## config.mk

```make
export PLATFORM = sky130hd
export DESIGN_NAME = counter_array
export DESIGN_NICKNAME = d
export VERILOG_FILES = /design/src/cca_pkg.sv /design/src/counter_array.sv
export VERILOG_INCLUDE_DIRS = /design/src /design/src/src
export SDC_FILE = /design/constraint.sdc
export NUM_CORES = 1
export LEC_CHECK = 0
export ABC_AREA = 1
export BUFFER_PORTS_ARGS = -buffer_cell sky130_fd_sc_hd__buf_2
export CELL_PAD_IN_SITES_DETAIL_PLACEMENT = 1
export CELL_PAD_IN_SITES_GLOBAL_PLACEMENT = 2
export CORE_ASPECT_RATIO = 0.7
export CORE_MARGIN = 2
export CORE_UTILIZATION = 36
export CTS_CLUSTER_SIZE = 25
export DETAILED_ROUTE_END_ITERATION = 8
export PLACE_DENSITY = 0.88
export SLEW_MARGIN = 20
export SYNTH_ARGS = -nofsm -noshare
export SYNTH_HDL_FRONTEND = slang
export SYNTH_SLANG_ARGS = --single-unit
```

## constraint.sdc

```tcl
create_clock -name REF_CLK_I -period 4.57 [get_ports REF_CLK_I]
set_input_delay 0.914 -clock REF_CLK_I [delete_from_list [all_inputs] [get_ports REF_CLK_I]]
set_output_delay 0.914 -clock REF_CLK_I [all_outputs]
set_load 0.03 [all_outputs]
```

## src/cca_defs.svh

```systemverilog
`ifndef CCA_DEFS_SVH
`define CCA_DEFS_SVH
// ----------------------------------------
// Counter and prescaler limits
// ----------------------------------------
`define CNT_MAX 16'hffff
`define CNT_RST 16'h0000
`define BYTE_MAX 8'hff
`define DIV12_LAST 4'hb
`define DIV4_LAST 2'h3
`define OSC_DIV_LAST 3'h7
// ----------------------------------------
// Channel mode byte layout
// ----------------------------------------
`define MB_WIDE_PWM_SELECT 7
`define MB_COMPARE_ENABLE 6
`define MB_RISING_CAPTURE_ENABLE 5
`define MB_FALLING_CAPTURE_ENABLE 4
`define MB_MAT 3
`define MB_TOG 2
`define MB_PWM 1
`define MB_CHANNEL_FLAG_IRQ_ENABLE 0
`define MODE_RST 8'h00
// ----------------------------------------
// Watchdog
// ----------------------------------------
`define WD_CH 2
`define WD_SEL 2'h2
`endif

```

## src/cca_pkg.sv

```systemverilog
`include "cca_defs.svh"
package cca_pkg;
   // ----------------------------------------
   // Types
   // ----------------------------------------
   typedef enum logic [2:0] {
      TB_DIV12 = 3'b000,
      TB_DIV4  = 3'b001,
      TB_T0OVF = 3'b010,
      TB_ECI   = 3'b011,
      TB_SYS   = 3'b100,
      TB_OSC8  = 3'b101
   } timebase_e;

   typedef enum logic [2:0] {
      CM_OFF     = 3'b000,
      CM_CAPTURE = 3'b001,
      CM_TIMER   = 3'b010,
      CM_TOGGLE  = 3'b011,
      CM_FREQ    = 3'b100,
      CM_PWM8    = 3'b101,
      CM_WIDE_PWM_SELECT   = 3'b110
   } chan_mode_e;

   // Mode byte to operating mode
   function automatic chan_mode_e decode_mode(input logic [7:0] m);
      logic cap;
      cap = m[`MB_RISING_CAPTURE_ENABLE] | m[`MB_FALLING_CAPTURE_ENABLE];
      if (cap && !m[`MB_MAT] && !m[`MB_TOG] && !m[`MB_PWM])
         return CM_CAPTURE;
      else if (cap || !m[`MB_COMPARE_ENABLE])
         return CM_OFF;
      else if (m[`MB_TOG] && m[`MB_PWM])
         return CM_FREQ;
      else if (m[`MB_PWM])
         return m[`MB_WIDE_PWM_SELECT] ? CM_WIDE_PWM_SELECT : CM_PWM8;
      else if (m[`MB_MAT] && m[`MB_TOG])
         return CM_TOGGLE;
      else if (m[`MB_MAT])
         return CM_TIMER;
      return CM_OFF;
   endfunction
endpackage

```

## src/counter_array.sv

```systemverilog
// How it works
// - One 16-bit up-counter and three 16-bit capture/compare channels, each with a pin.
// - Reading the low byte snapshots the high byte; high byte reads return the snapshot.
// - Counter reads never disturb counting.
// - Timebase selects sysclk/12, sysclk/4, timer 0 overflow, count pin, sysclk, osc/8.
// - Count pin mode counts falling edges; source no faster than sysclk/4.
// - Oscillator divided by eight is synchronised before it counts.
// - Wrap from all-ones to zero sets the overflow flag, interrupts if enabled.
// - Overflow flag stays set until software clears it.
// - Idle suspend clear keeps the array running in idle.
// - Capture mode picks rising, falling or either edge from the two edge bits.
// - Compare enable plus match alone gives software timer mode.
// - Toggle, match and compare enable give toggle-on-match output mode.
// - Toggle plus PWM gives frequency output; PWM alone gives 8 or 16-bit PWM.
// - A channel flag interrupt enable lets its flag request an interrupt.
// - A qualifying capture edge loads the counter into the channel register.
// - Capture sets the channel flag; only software clears it.
// - Pin levels count only after holding two clock cycles.
// - Compare match sets the channel flag when the match bit is set, interrupting if enabled.
// - Low byte write clears compare enable; high byte write sets it.
// - Toggle mode inverts the pin at every match after its first cycle.
// - Toggle output starts at one and reinitialises on entering toggle mode.
// - Channel 2 resets into watchdog duty, which blocks some writes.
// - Frequency mode toggles on low byte match and adds high byte to low.
// - 8-bit PWM sets on low match, clears and reloads on low byte overflow.
// - 16-bit PWM sets on full match and clears on counter overflow.
`timescale 1ns/100ps
`default_nettype none
`include "cca_defs.svh"
module counter_array
   import cca_pkg::*;
(
   // Clock and reset
   input wire logic REF_CLK_I,
   input wire logic RST_N_I,
   // Array control
   input wire logic RUN_I,
   input wire logic IDLE_I,
   input wire logic MODE_WR_I,
   input wire logic [2:0] TIMEBASE_I,
   input wire logic IDLE_SUSPEND_I,
   input wire logic OVF_IRQ_EN_I,
   input wire logic WDOG_EN_I,
   // Count sources
   input wire logic T0_OVF_I,
   input wire logic EXT_COUNT_PIN_I,
   input wire logic EXT_OSC_I,
   // Counter read
   input wire logic COUNT_LOW_RD_I,
   output logic [7:0] COUNT_LOW_O,
   output logic [7:0] COUNT_HIGH_O,
   // Flags
   input wire logic OVF_CLR_I,
   input wire logic [2:0] CH_FLAG_CLR_I,
   output logic OVF_FLAG_O,
   output logic [2:0] CH_FLAG_O,
   output logic IRQ_O,
   // Channel registers
   input wire logic [1:0] CH_SEL_I,
   input wire logic CH_MODE_WR_I,
   input wire logic CH_LOW_WR_I,
   input wire logic CH_HIGH_WR_I,
   input wire logic [7:0] CH_WDATA_I,
   output logic [47:0] CH_VALUE_O,
   // Channel pins
   input wire logic [2:0] CH_PIN_I,
   output logic [2:0] CH_PIN_O,
   output logic [2:0] CH_PIN_OE_O,
   // Watchdog
   output logic WDOG_EN_O,
   output logic WDOG_RESET_O
);
   // ----------------------------------------
   // State
   // ----------------------------------------
   logic [15:0] count;
   logic [15:0] next_count;
   logic [7:0] snap_high;
   logic [2:0] timebase;
   logic idle_suspend;
   logic ovf_irq_en;
   logic wdog;
   logic [3:0] div12;
   logic [1:0] div4;
   logic [2:0] osc_div;
   logic eci_s1, eci_s2, eci_s3;
   logic osc_s1, osc_s2, osc_s3;
   logic [2:0] pin_s1, pin_s2, pin_s3, pin_filt, pin_prev;
   logic src_tick, run, tick, ovf16, ovf8;
   logic [15:0] value [3];
   logic [7:0] mode [3];
   chan_mode_e cmode [3];
   logic [2:0] prev_tog, match16, match8, cap_evt, flag_set, channel_flag_irq_enable;

   assign next_count = count + 16'h1;
   assign COUNT_LOW_O = count[7:0];
   assign COUNT_HIGH_O = snap_high;
   assign WDOG_EN_O = wdog;
   assign CH_VALUE_O = {value[2], value[1], value[0]};

   // ----------------------------------------
   // Array mode register
   // ----------------------------------------
   // Watchdog comes up armed so a runaway program is caught from the first cycle
   always_ff @(posedge REF_CLK_I or negedge RST_N_I)
   begin
      if (!RST_N_I)
      begin
         timebase <= TB_DIV12;
         idle_suspend <= 1'b0;
         ovf_irq_en <= 1'b0;
         wdog <= 1'b1;
      end
      else if (MODE_WR_I)
      begin
         ovf_irq_en <= OVF_IRQ_EN_I;
         wdog <= WDOG_EN_I;
         if (!wdog)
         begin
            timebase <= TIMEBASE_I;
            idle_suspend <= IDLE_SUSPEND_I;
         end
      end
   end

   // ----------------------------------------
   // Synchronisers and prescalers
   // ----------------------------------------
   always_ff @(posedge REF_CLK_I or negedge RST_N_I)
   begin
      if (!RST_N_I)
      begin
         {eci_s1, eci_s2, eci_s3} <= 3'h7;
         {osc_s1, osc_s2, osc_s3} <= 3'h0;
         pin_s1 <= 3'h0;
         pin_s2 <= 3'h0;
         pin_s3 <= 3'h0;
         pin_filt <= 3'h0;
         pin_prev <= 3'h0;
      end
      else
      begin
         {eci_s1, eci_s2, eci_s3} <= {EXT_COUNT_PIN_I, eci_s1, eci_s2};
         {osc_s1, osc_s2, osc_s3} <= {EXT_OSC_I, osc_s1, osc_s2};
         pin_s1 <= CH_PIN_I;
         pin_s2 <= pin_s1;
         pin_s3 <= pin_s2;
         // A level must be seen on two successive cycles before it counts
         for (int i = 0; i < 3; i++)
            if (pin_s2[i] == pin_s3[i])
               pin_filt[i] <= pin_s2[i];
         pin_prev <= pin_filt;
      end
   end

   always_ff @(posedge REF_CLK_I or negedge RST_N_I)
   begin
      if (!RST_N_I)
      begin
         div12 <= 4'h0;
         div4 <= 2'h0;
         osc_div <= 3'h0;
      end
      else
      begin
         div12 <= (div12 == `DIV12_LAST) ? 4'h0 : div12 + 4'h1;
         div4 <= div4 + 2'h1;
         if (osc_s2 && !osc_s3)
            osc_div <= osc_div + 3'h1;
      end
   end

   // ----------------------------------------
   // Timebase
   // ----------------------------------------
   always_comb
   begin
      case (timebase)
         TB_DIV12: src_tick = (div12 == `DIV12_LAST);
         TB_DIV4: src_tick = (div4 == `DIV4_LAST);
         TB_T0OVF: src_tick = T0_OVF_I;
         TB_ECI: src_tick = eci_s3 && !eci_s2;
         TB_SYS: src_tick = 1'b1;
         TB_OSC8: src_tick = osc_s2 && !osc_s3 && (osc_div == `OSC_DIV_LAST);
         default: src_tick = 1'b0;
      endcase
   end

   // Watchdog forces the counter on; idle suspend stops it only when set
   assign run = (RUN_I || wdog) && !(IDLE_I && idle_suspend);
   assign tick = run && src_tick;
   assign ovf16 = tick && (count == `CNT_MAX);
   assign ovf8 = tick && (count[7:0] == `BYTE_MAX);

   // ----------------------------------------
   // Counter and snapshot
   // ----------------------------------------
   always_ff @(posedge REF_CLK_I or negedge RST_N_I)
   begin
      if (!RST_N_I)
         count <= `CNT_RST;
      else if (tick)
         count <= next_count;
   end

   always_ff @(posedge REF_CLK_I or negedge RST_N_I)
   begin
      if (!RST_N_I)
         snap_high <= 8'h00;
      else if (COUNT_LOW_RD_I)
         snap_high <= count[15:8];
   end

   // ----------------------------------------
   // Channel decode and events
   // ----------------------------------------
   always_comb
   begin
      for (int i = 0; i < 3; i++)
      begin
         cmode[i] = (wdog && i == `WD_CH) ? CM_TIMER : decode_mode(mode[i]);
         channel_flag_irq_enable[i] = mode[i][`MB_CHANNEL_FLAG_IRQ_ENABLE];
         match16[i] = tick && (next_count == value[i]);
         match8[i] = tick && (next_count[7:0] == value[i][7:0]);
         cap_evt[i] = (cmode[i] == CM_CAPTURE) &&
            ((mode[i][`MB_RISING_CAPTURE_ENABLE] && pin_filt[i] && !pin_prev[i]) ||
             (mode[i][`MB_FALLING_CAPTURE_ENABLE] && !pin_filt[i] && pin_prev[i]));
         flag_set[i] = cap_evt[i] || (mode[i][`MB_MAT] && (
            (match16[i] && (cmode[i] == CM_TIMER || cmode[i] == CM_TOGGLE || cmode[i] == CM_WIDE_PWM_SELECT)) ||
            (match8[i] && (cmode[i] == CM_FREQ || cmode[i] == CM_PWM8))));
      end
   end

   // ----------------------------------------
   // Channel registers
   // ----------------------------------------
   // Software writes come after hardware updates so they win in a clash
   always_ff @(posedge REF_CLK_I or negedge RST_N_I)
   begin
      if (!RST_N_I)
      begin
         for (int i = 0; i < 3; i++)
         begin
            value[i] <= 16'h0000;
            mode[i] <= `MODE_RST;
         end
      end
      else
      begin
         for (int i = 0; i < 3; i++)
         begin
            if (cap_evt[i])
               value[i] <= count;
            else if (cmode[i] == CM_FREQ && match8[i])
               value[i][7:0] <= value[i][7:0] + value[i][15:8];
            else if (cmode[i] == CM_PWM8 && ovf8)
               value[i][7:0] <= value[i][15:8];
            if (CH_SEL_I == 2'(i))
            begin
               if (CH_MODE_WR_I && !(wdog && i == `WD_CH))
                  mode[i] <= CH_WDATA_I;
               if (CH_LOW_WR_I)
               begin
                  value[i][7:0] <= CH_WDATA_I;
                  mode[i][`MB_COMPARE_ENABLE] <= 1'b0;
               end
               if (CH_HIGH_WR_I)
               begin
                  // Watchdog refresh reloads the deadline instead of storing the byte
                  value[i][15:8] <= (wdog && i == `WD_CH) ? count[15:8] + value[i][7:0] : CH_WDATA_I;
                  mode[i][`MB_COMPARE_ENABLE] <= 1'b1;
               end
            end
         end
      end
   end

   // ----------------------------------------
   // Flags and interrupt
   // ----------------------------------------
   always_ff @(posedge REF_CLK_I or negedge RST_N_I)
   begin
      if (!RST_N_I)
      begin
         OVF_FLAG_O <= 1'b0;
         CH_FLAG_O <= 3'h0;
      end
      else
      begin
         // Set beats clear so no event is dropped
         OVF_FLAG_O <= ovf16 || (OVF_FLAG_O && !OVF_CLR_I);
         CH_FLAG_O <= flag_set | (CH_FLAG_O & ~CH_FLAG_CLR_I);
      end
   end

   always_ff @(posedge REF_CLK_I or negedge RST_N_I)
   begin
      if (!RST_N_I)
         IRQ_O <= 1'b0;
      else
         IRQ_O <= (OVF_FLAG_O && ovf_irq_en) || |(CH_FLAG_O & channel_flag_irq_enable);
   end

   // ----------------------------------------
   // Pin outputs
   // ----------------------------------------
   always_ff @(posedge REF_CLK_I or negedge RST_N_I)
   begin
      if (!RST_N_I)
      begin
         CH_PIN_O <= 3'h7;
         CH_PIN_OE_O <= 3'h0;
         prev_tog <= 3'h0;
      end
      else
      begin
         for (int i = 0; i < 3; i++)
         begin
            prev_tog[i] <= (cmode[i] == CM_TOGGLE);
            CH_PIN_OE_O[i] <= (cmode[i] != CM_CAPTURE) && (mode[i][`MB_TOG] || mode[i][`MB_PWM]);
            case (cmode[i])
               CM_TOGGLE:
                  if (!prev_tog[i])
                     CH_PIN_O[i] <= 1'b1;
                  else if (match16[i])
                     CH_PIN_O[i] <= !CH_PIN_O[i];
               CM_FREQ:
                  if (match8[i])
                     CH_PIN_O[i] <= !CH_PIN_O[i];
               CM_PWM8:
                  // A match on the wrap cycle keeps the pin high for full duty
                  if (match8[i])
                     CH_PIN_O[i] <= 1'b1;
                  else if (ovf8)
                     CH_PIN_O[i] <= 1'b0;
               CM_WIDE_PWM_SELECT:
                  if (match16[i])
                     CH_PIN_O[i] <= 1'b1;
                  else if (ovf16)
                     CH_PIN_O[i] <= 1'b0;
               default:
                  if (mode[i][`MB_PWM])
                     CH_PIN_O[i] <= 1'b0;
            endcase
         end
      end
   end

   // ----------------------------------------
   // Watchdog expiry
   // ----------------------------------------
   always_ff @(posedge REF_CLK_I or negedge RST_N_I)
   begin
      if (!RST_N_I)
         WDOG_RESET_O <= 1'b0;
      else
         WDOG_RESET_O <= wdog && ovf8 && (value[`WD_CH][15:8] == count[15:8]);
   end
endmodule // counter_array
`default_nettype wire

```

; Word level (Yosys, flattened, before mapping)
; Index checks and enable logic that the tools add are counted.
[word_totals]
n_memories = 0
latch_bits = 0
in_bits = 35
wordCells = 348
romBits = 0
regBits = 147
ram_bits = 0
[op_classes]
div = 0
order_cmp = 0
multipliers = 0
add_sub_neg = 8
bitwise_logic = 8
n_mux = 99
n_eq_ne = 55
n_reduce_logical = 138
n_shift = 0
[ops]
columns = operator, count
row1 = 8-bit 2-to-1 mux, 19
row2 = 1-bit logical AND, 67
row3 = 3-bit 2-to-1 mux, 22
row4 = 16-bit == test, 3
row5 = 16-bit 2-to-1 mux, 3
row6 = 1-bit 2-to-1 mux, 44
row7 = 3-bit == test (second input constant), 12
row8 = 8-bit adder, 4
row9 = 8-bit == test, 4
row10 = 1-bit logical OR, 27
row11 = 3-bit inequality test (second input constant), 9
row12 = 1-bit zero test, 26
row13 = 3-bit by 2-bit == test with 1-bit output (second input constant), 8
row14 = 7-bit 2-to-1 mux, 3
row15 = 16-bit by 1-bit adder with 16-bit output (second input constant), 1
row16 = 16-bit == test (second input constant), 1
row17 = 5-bit AND reduction, 3
row18 = 5-bit nonzero test, 3
row19 = 2-bit AND reduction, 7
row20 = 3-bit by 1-bit == test with 1-bit output (second input constant), 4
row21 = 1-bit one-hot mux with 4 select lines, 3
row22 = 3-bit by 1-bit inequality test with 1-bit output (second input constant), 3
row23 = 8-bit == test (second input constant), 1
row24 = 3-bit bitwise AND, 2
row25 = 19 further kinds, 29

; Longest topological paths before layout
[depth]
depth_word = 16
depth_mapped = 17
depth_no_buf = 17

; Worst setup path before layout
; Ideal clock, no wire load.
[synth_path]
path_type = input-to-reg
from = input T0_OVF_I
to = register value (netlist bit CH_VALUE_O[22])
stages = 12
setup_ns = 0.123
t_arrival_ns = 2.109
required_time_ns = 4.447
path_slack_ns = 2.338
cell_sequence = nor2_1 -> nor3_2 -> nand2_1 -> nand3_1 -> nand2_1 -> buf_2 -> nor2_1 -> nand3_1 -> nand2_1 -> nand2_1 -> o21ai_0 -> nand2_1
[synth_via]
elab_chain_cells = 9
word_cells_on_any_way = 11
[synth_rtl]
columns = element, line_no
row1 = from (decl), counter_array.sv:45  ; input wire logic T0_OVF_I,
row2 = 1-bit one-hot mux with 6 select lines (*), counter_array.sv:178  ; case (timebase)
row3 = 1-bit logical AND (*), counter_array.sv:191  ; assign tick = run && src_tick;
row4 = 1-bit logical AND, counter_array.sv:193  ; assign ovf8 = tick && (count[7:0] == `BYTE_MAX);
row5 = 1-bit logical AND, counter_array.sv:256  ; else if (cmode[i] == CM_PWM8 && ovf8)
row6 = 8-bit 2-to-1 mux, counter_array.sv:256
row7 = 8-bit 2-to-1 mux (*), counter_array.sv:254  ; else if (cmode[i] == CM_FREQ && match8[i])
row8 = 8-bit 2-to-1 mux (*), counter_array.sv:252  ; if (cap_evt[i])
row9 = 8-bit 2-to-1 mux, counter_array.sv:262  ; if (CH_LOW_WR_I)
row10 = 16-bit 2-to-1 mux (*), counter_array.sv:258  ; if (CH_SEL_I == 2'(i))
row11 = "to (signal, indexed assignment)", counter_array.sv:253  ; value[i] <= count;
row12 = "to (signal, indexed assignment)", counter_array.sv:255  ; value[i][7:0] <= value[i][7:0] + value[i][15:8];
row13 = "to (signal, indexed assignment)", counter_array.sv:257  ; value[i][7:0] <= value[i][15:8];
row14 = to (decl), counter_array.sv:90  ; logic [15:0] value [3];
; Every way passes the cells marked *; elsewhere a longest branch is shown, timed or not.
; A chain may end at the register's enable or synchronous reset.

; Final worst setup path
[layout_path]
from = register count[0]
to = register CH_PIN_O[1]
[layout_via]
elab_chain_cells = 5
word_cells_on_any_way = 17
[layout_rtl]
columns = element, line_no
row1 = from (decl), counter_array.sv:76  ; logic [15:0] count;
row2 = from (signal assigned), counter_array.sv:201  ; count <= `CNT_RST;
row3 = from (signal assigned), counter_array.sv:203  ; count <= next_count;
row4 = 16-bit by 1-bit adder with 16-bit output, counter_array.sv:95  ; assign next_count = count + 16'h1;
row5 = 16-bit == test / 8-bit == test (equally long branches), "counter_array.sv:223, counter_array.sv:224"
row6 = "1-bit logical AND, on equally long branches", "counter_array.sv:223, counter_array.sv:224"
row7 = "3-bit inequality test (no line), or another cell as far along", -
row8 = 5-bit AND reduction (no line) / 1-bit one-hot mux with 4 select lines (equally long branches), -
row9 = "to (signal, indexed assignment)", counter_array.sv:326  ; CH_PIN_O[i] <= !CH_PIN_O[i];
row10 = "to (signal, indexed assignment)", counter_array.sv:329  ; CH_PIN_O[i] <= !CH_PIN_O[i];
row11 = to (decl), counter_array.sv:67  ; output logic [2:0] CH_PIN_O,
; Parallel ways exist; a longest one is shown, timed or not.

==> flow_summary.json <==
{
  "multi_input_area_um2": 5310,
  "drv_cap": 0,
  "post_cts_buffers": 0,
  "worstPathArrival_ps": 3530,
  "cts_buffers": 17,
  "grt_pass1_wl_um": 61700,
  "grtUsageTotal": 0.288,
  "fmax_ghz": 0.320,
  "clkTransAtPathRegs_ps": 80,
  "vias": 10100,
  "fillCellCount": 3475,
  "hp-class": "reg -> reg",
  "slew_headroom": 0.346,
  "setup_tns_ps": 0,
  "synth.area.top_cells": "dfrtp_1 (35%), nand2_1 (14%), inv_1 (7.2%)",
  "yosys.cell_types.count": 51,
  "synth-compound-area-share": 0.143,
  "pre_cts_slack_ps": 1530,
  "final.period_utilization": 0.684,
  "drc": 0,
  "critical_path.max_fanout": 15,
  "yosysTopAreaCellShare": 0.352,
  "synthCells": 1412,
  "drive_gt1_frac": 0.131,
  "finalHoldViolCount": 0,
  "htreeDepth": 4,
  "syn2layout_area_growth_pct": 14.5,
  "core_area_um2": 27000,
  "netSwitchingPower_uw": 3840,
  "syn-num-nets": 1484,
  "die_w_um": 203,
  "nets": 1580,
  "slew_viol_final": 0,
  "power_density_nw_per_um2": 645,
  "synth_flop_cell": "dfrtp_1",
  "avgViaCountPerCell": 5.35,
  "synth_edf_count": 0,
  "finalSetupViolCount": 0,
  "status": "completed",
  "cts_hold_buf": 0,
  "synth-xor-area-share": 0.0368,
  "post-dp-hpwl_um": 31500,
  "p_comb_frac": 0.486,
  "clock_path_buffers": 2,
  "synth_fa_ha_area_frac": 0.0526,
  "synth_top_family_by_area": "simple AND/OR/NAND/NOR gates",
  "fin_crit_ps": 3130,
  "cts_tree": "built",
  "grt_start_max_net_pins": 79,
  "mostFrequentLayoutCells": "nand2_1 (369), inv_1 (192), dfrtp_1 (140)",
  "numClockSinks": 147,
  "drtPass1Iterations": 5,
  "io_pins": 112,
  "synth-simple-area-share": 0.296,
  "seqPwrFrac": 0.318,
  "critPathKind": "reg -> reg",
  "grt.overflow.total": 0,
  "grt_pass1_vias": 9928,
  "tightest_slew_ps": 978,
  "final_common_cell": "nand2_1",
  "antenna_left": 0,
  "start_util": 0.369,
  "clock_latency_ps": 450,
  "ys_seq_elements": 147,
  "fp-row-count": 50,
  "synth_sequential_area_ratio": 0.371,
  "switching_share": 0.523,
  "rsz0062_at_grt": "false",
  "power.internal_uw": 3500,
  "finClkSkew_ps": 17.7,
  "ir_worst_vdd_v": 0.000310,
  "cp-start-kind": "register",
  "synthArstFlopShare": 1.00,
  "fin_ws_ps": 1440,
  "gp_congestion": 0.948,
  "diodes": 0,
  "yosysWarnings": 0,
  "die_height_um": 143,
  "seqCellArea_um2": 3690,
  "port_buffers": 111,
  "routed_wl_um": 40800,
  "worstPathRequired_ps": 4970,
  "synth_area_per_cell_um2": 7.05,
  "cts-resized-gates": 0,
  "end_kind": "register",
  "yosysTopAreaCell": "dfrtp_1",
  "p_leak_uw": 0.00586,
  "antenna_found_initial": 0,
  "avgRoutedWirePerCell_um": 21.6,
  "yosys-mux-area-fraction": 0.00453,
  "syn_area_um2": 9950,
  "dieArea_um2": 29000,
  "p_clk_frac": 0.196,
  "cts-root-buf": "clkbuf_16",
  "drtIter0Drc": 793
}
[power by group through the flow]
| stage | Sequential (µW) | Combinational, µW | Clock (µW) |
|---|---|---|---|
| final | 2340 | 3570 | 1440 |
| after global routing | 2370 | 3950 | 1510 |
| after CTS | 2310 | 3530 | 1460 |
| after detailed placement | 2330 | 3500 | 0 |
| after global placement | 2330 | 3440 | 0 |
| after floorplan | 2350 | 2250 | 0 |
[kinds of logic (layout without fill, tap and decap cells)]
| logic type | after synthesis | count (layout) |
|---|---|---|
| flip-flops | 147 | 147 |
| multiplexers | 4 | 4 |
| buffers and inverters | 238 | 347 |
| XOR/XNOR | 41 | 41 |
| AO/OA/AOI/OAI | 264 | 264 |
| adder cells (fa/ha/maj) | 40 | 40 |
| AND/OR/NAND/NOR | 678 | 678 |
[stage by stage]
stage	cells	area, µm²	total power [µW]	hold slack [ps]	utilization
2_1_floorplan	1412	9950	4590	331	-
3_3_place_gp	1853	10800	5780	333	0.401
3_5_place_dp	1853	10800	5840	336	0.401
4_1_cts	1885	11400	7300	351	0.422
5_1_grt	1885	11400	7820	371	0.422
6_report	1885	11400	7340	348	0.422
[area by class of cell]
class	instances	share of cell area
Sequential cell	147	0.324
Inverter	197	0.0649
Multi-Input combinational cell	1027	0.466
Timing Repair Buffer	118	0.0539
Tap cell	364	0.0400
Clock inverter	15	0.0142
Clock buffer	17	0.0373
[synthesized netlist by cell type (7+ instances only)]
cell type,number
ha_1,33
inv_1,192
buf_2,7
o211ai_1,8
a21oi_1,92
nand3_1,104
nand4_1,12
buf_4,12
nor2_1,137
nand2_1,369
nand3b_1,8
xnor2_1,14
dfrtp_1,140
dfstp_2,7
xor2_1,26
nor3_1,11
o22ai_1,7
nor2_2,7
clkbuf_1,18
o21ai_0,125
nand2_2,8
[final timing paths]
| path | startpoint | slack, ps | depth (start not counted) | endpoint |
|---|---|---|---|---|
| hold / removal | pin_s1[0]$_DFF_PN0_ | 350 | 0 | pin_s2[0]$_DFF_PN0_ |
| hold reg to reg | pin_s1[0]$_DFF_PN0_ | 350 | 0 | pin_s2[0]$_DFF_PN0_ |
| max in group asynchronous | RST_N_I | 2970 | 2 | CH_VALUE_O[42]$_DFF_PN0_ |
| setup / recovery | count[0]$_DFFE_PN0P_ | 1440 | 15 | CH_PIN_O[1]$_DFFE_PN1P_ |
| setup reg to reg | count[0]$_DFFE_PN0P_ | 1440 | 15 | CH_PIN_O[1]$_DFFE_PN1P_ |
| min in group asynchronous | RST_N_I | 510 | 1 | channel_flag_irq_enable[2]$_DFFE_PN0P_ |
[metal layers]
layer	up-vias	global-route usage	share of wire
met5	-	0	0
met4	0	0.0595	0.015
met3	37	0.0771	0.090
met2	348	0.404	0.40
met1	4948	0.438	0.49
li1	4749	-	-
[critical path, stage by stage, from the launching register on]
cell	delay, ps
dfrtp_1	810
ha_1	340
nand2_2	100
nor2_2	230
nand3_1	180
inv_1	190
nand2_1	110
nand2_1	120
nand2_1	110
nand2_1	120
nand2_1	110
nor2_1	180
nand3_1	170
a21oi_1	180
nand2_1	80
nand2_1	60
[registers in the layout, summed over array words and instances, names as in the netlist, 4 cells and up]
register      flops
div12             4
CH_VALUE_O       48
COUNT_HIGH_O      8
mode             21
count            16
(Power assumes the default switching activity.)
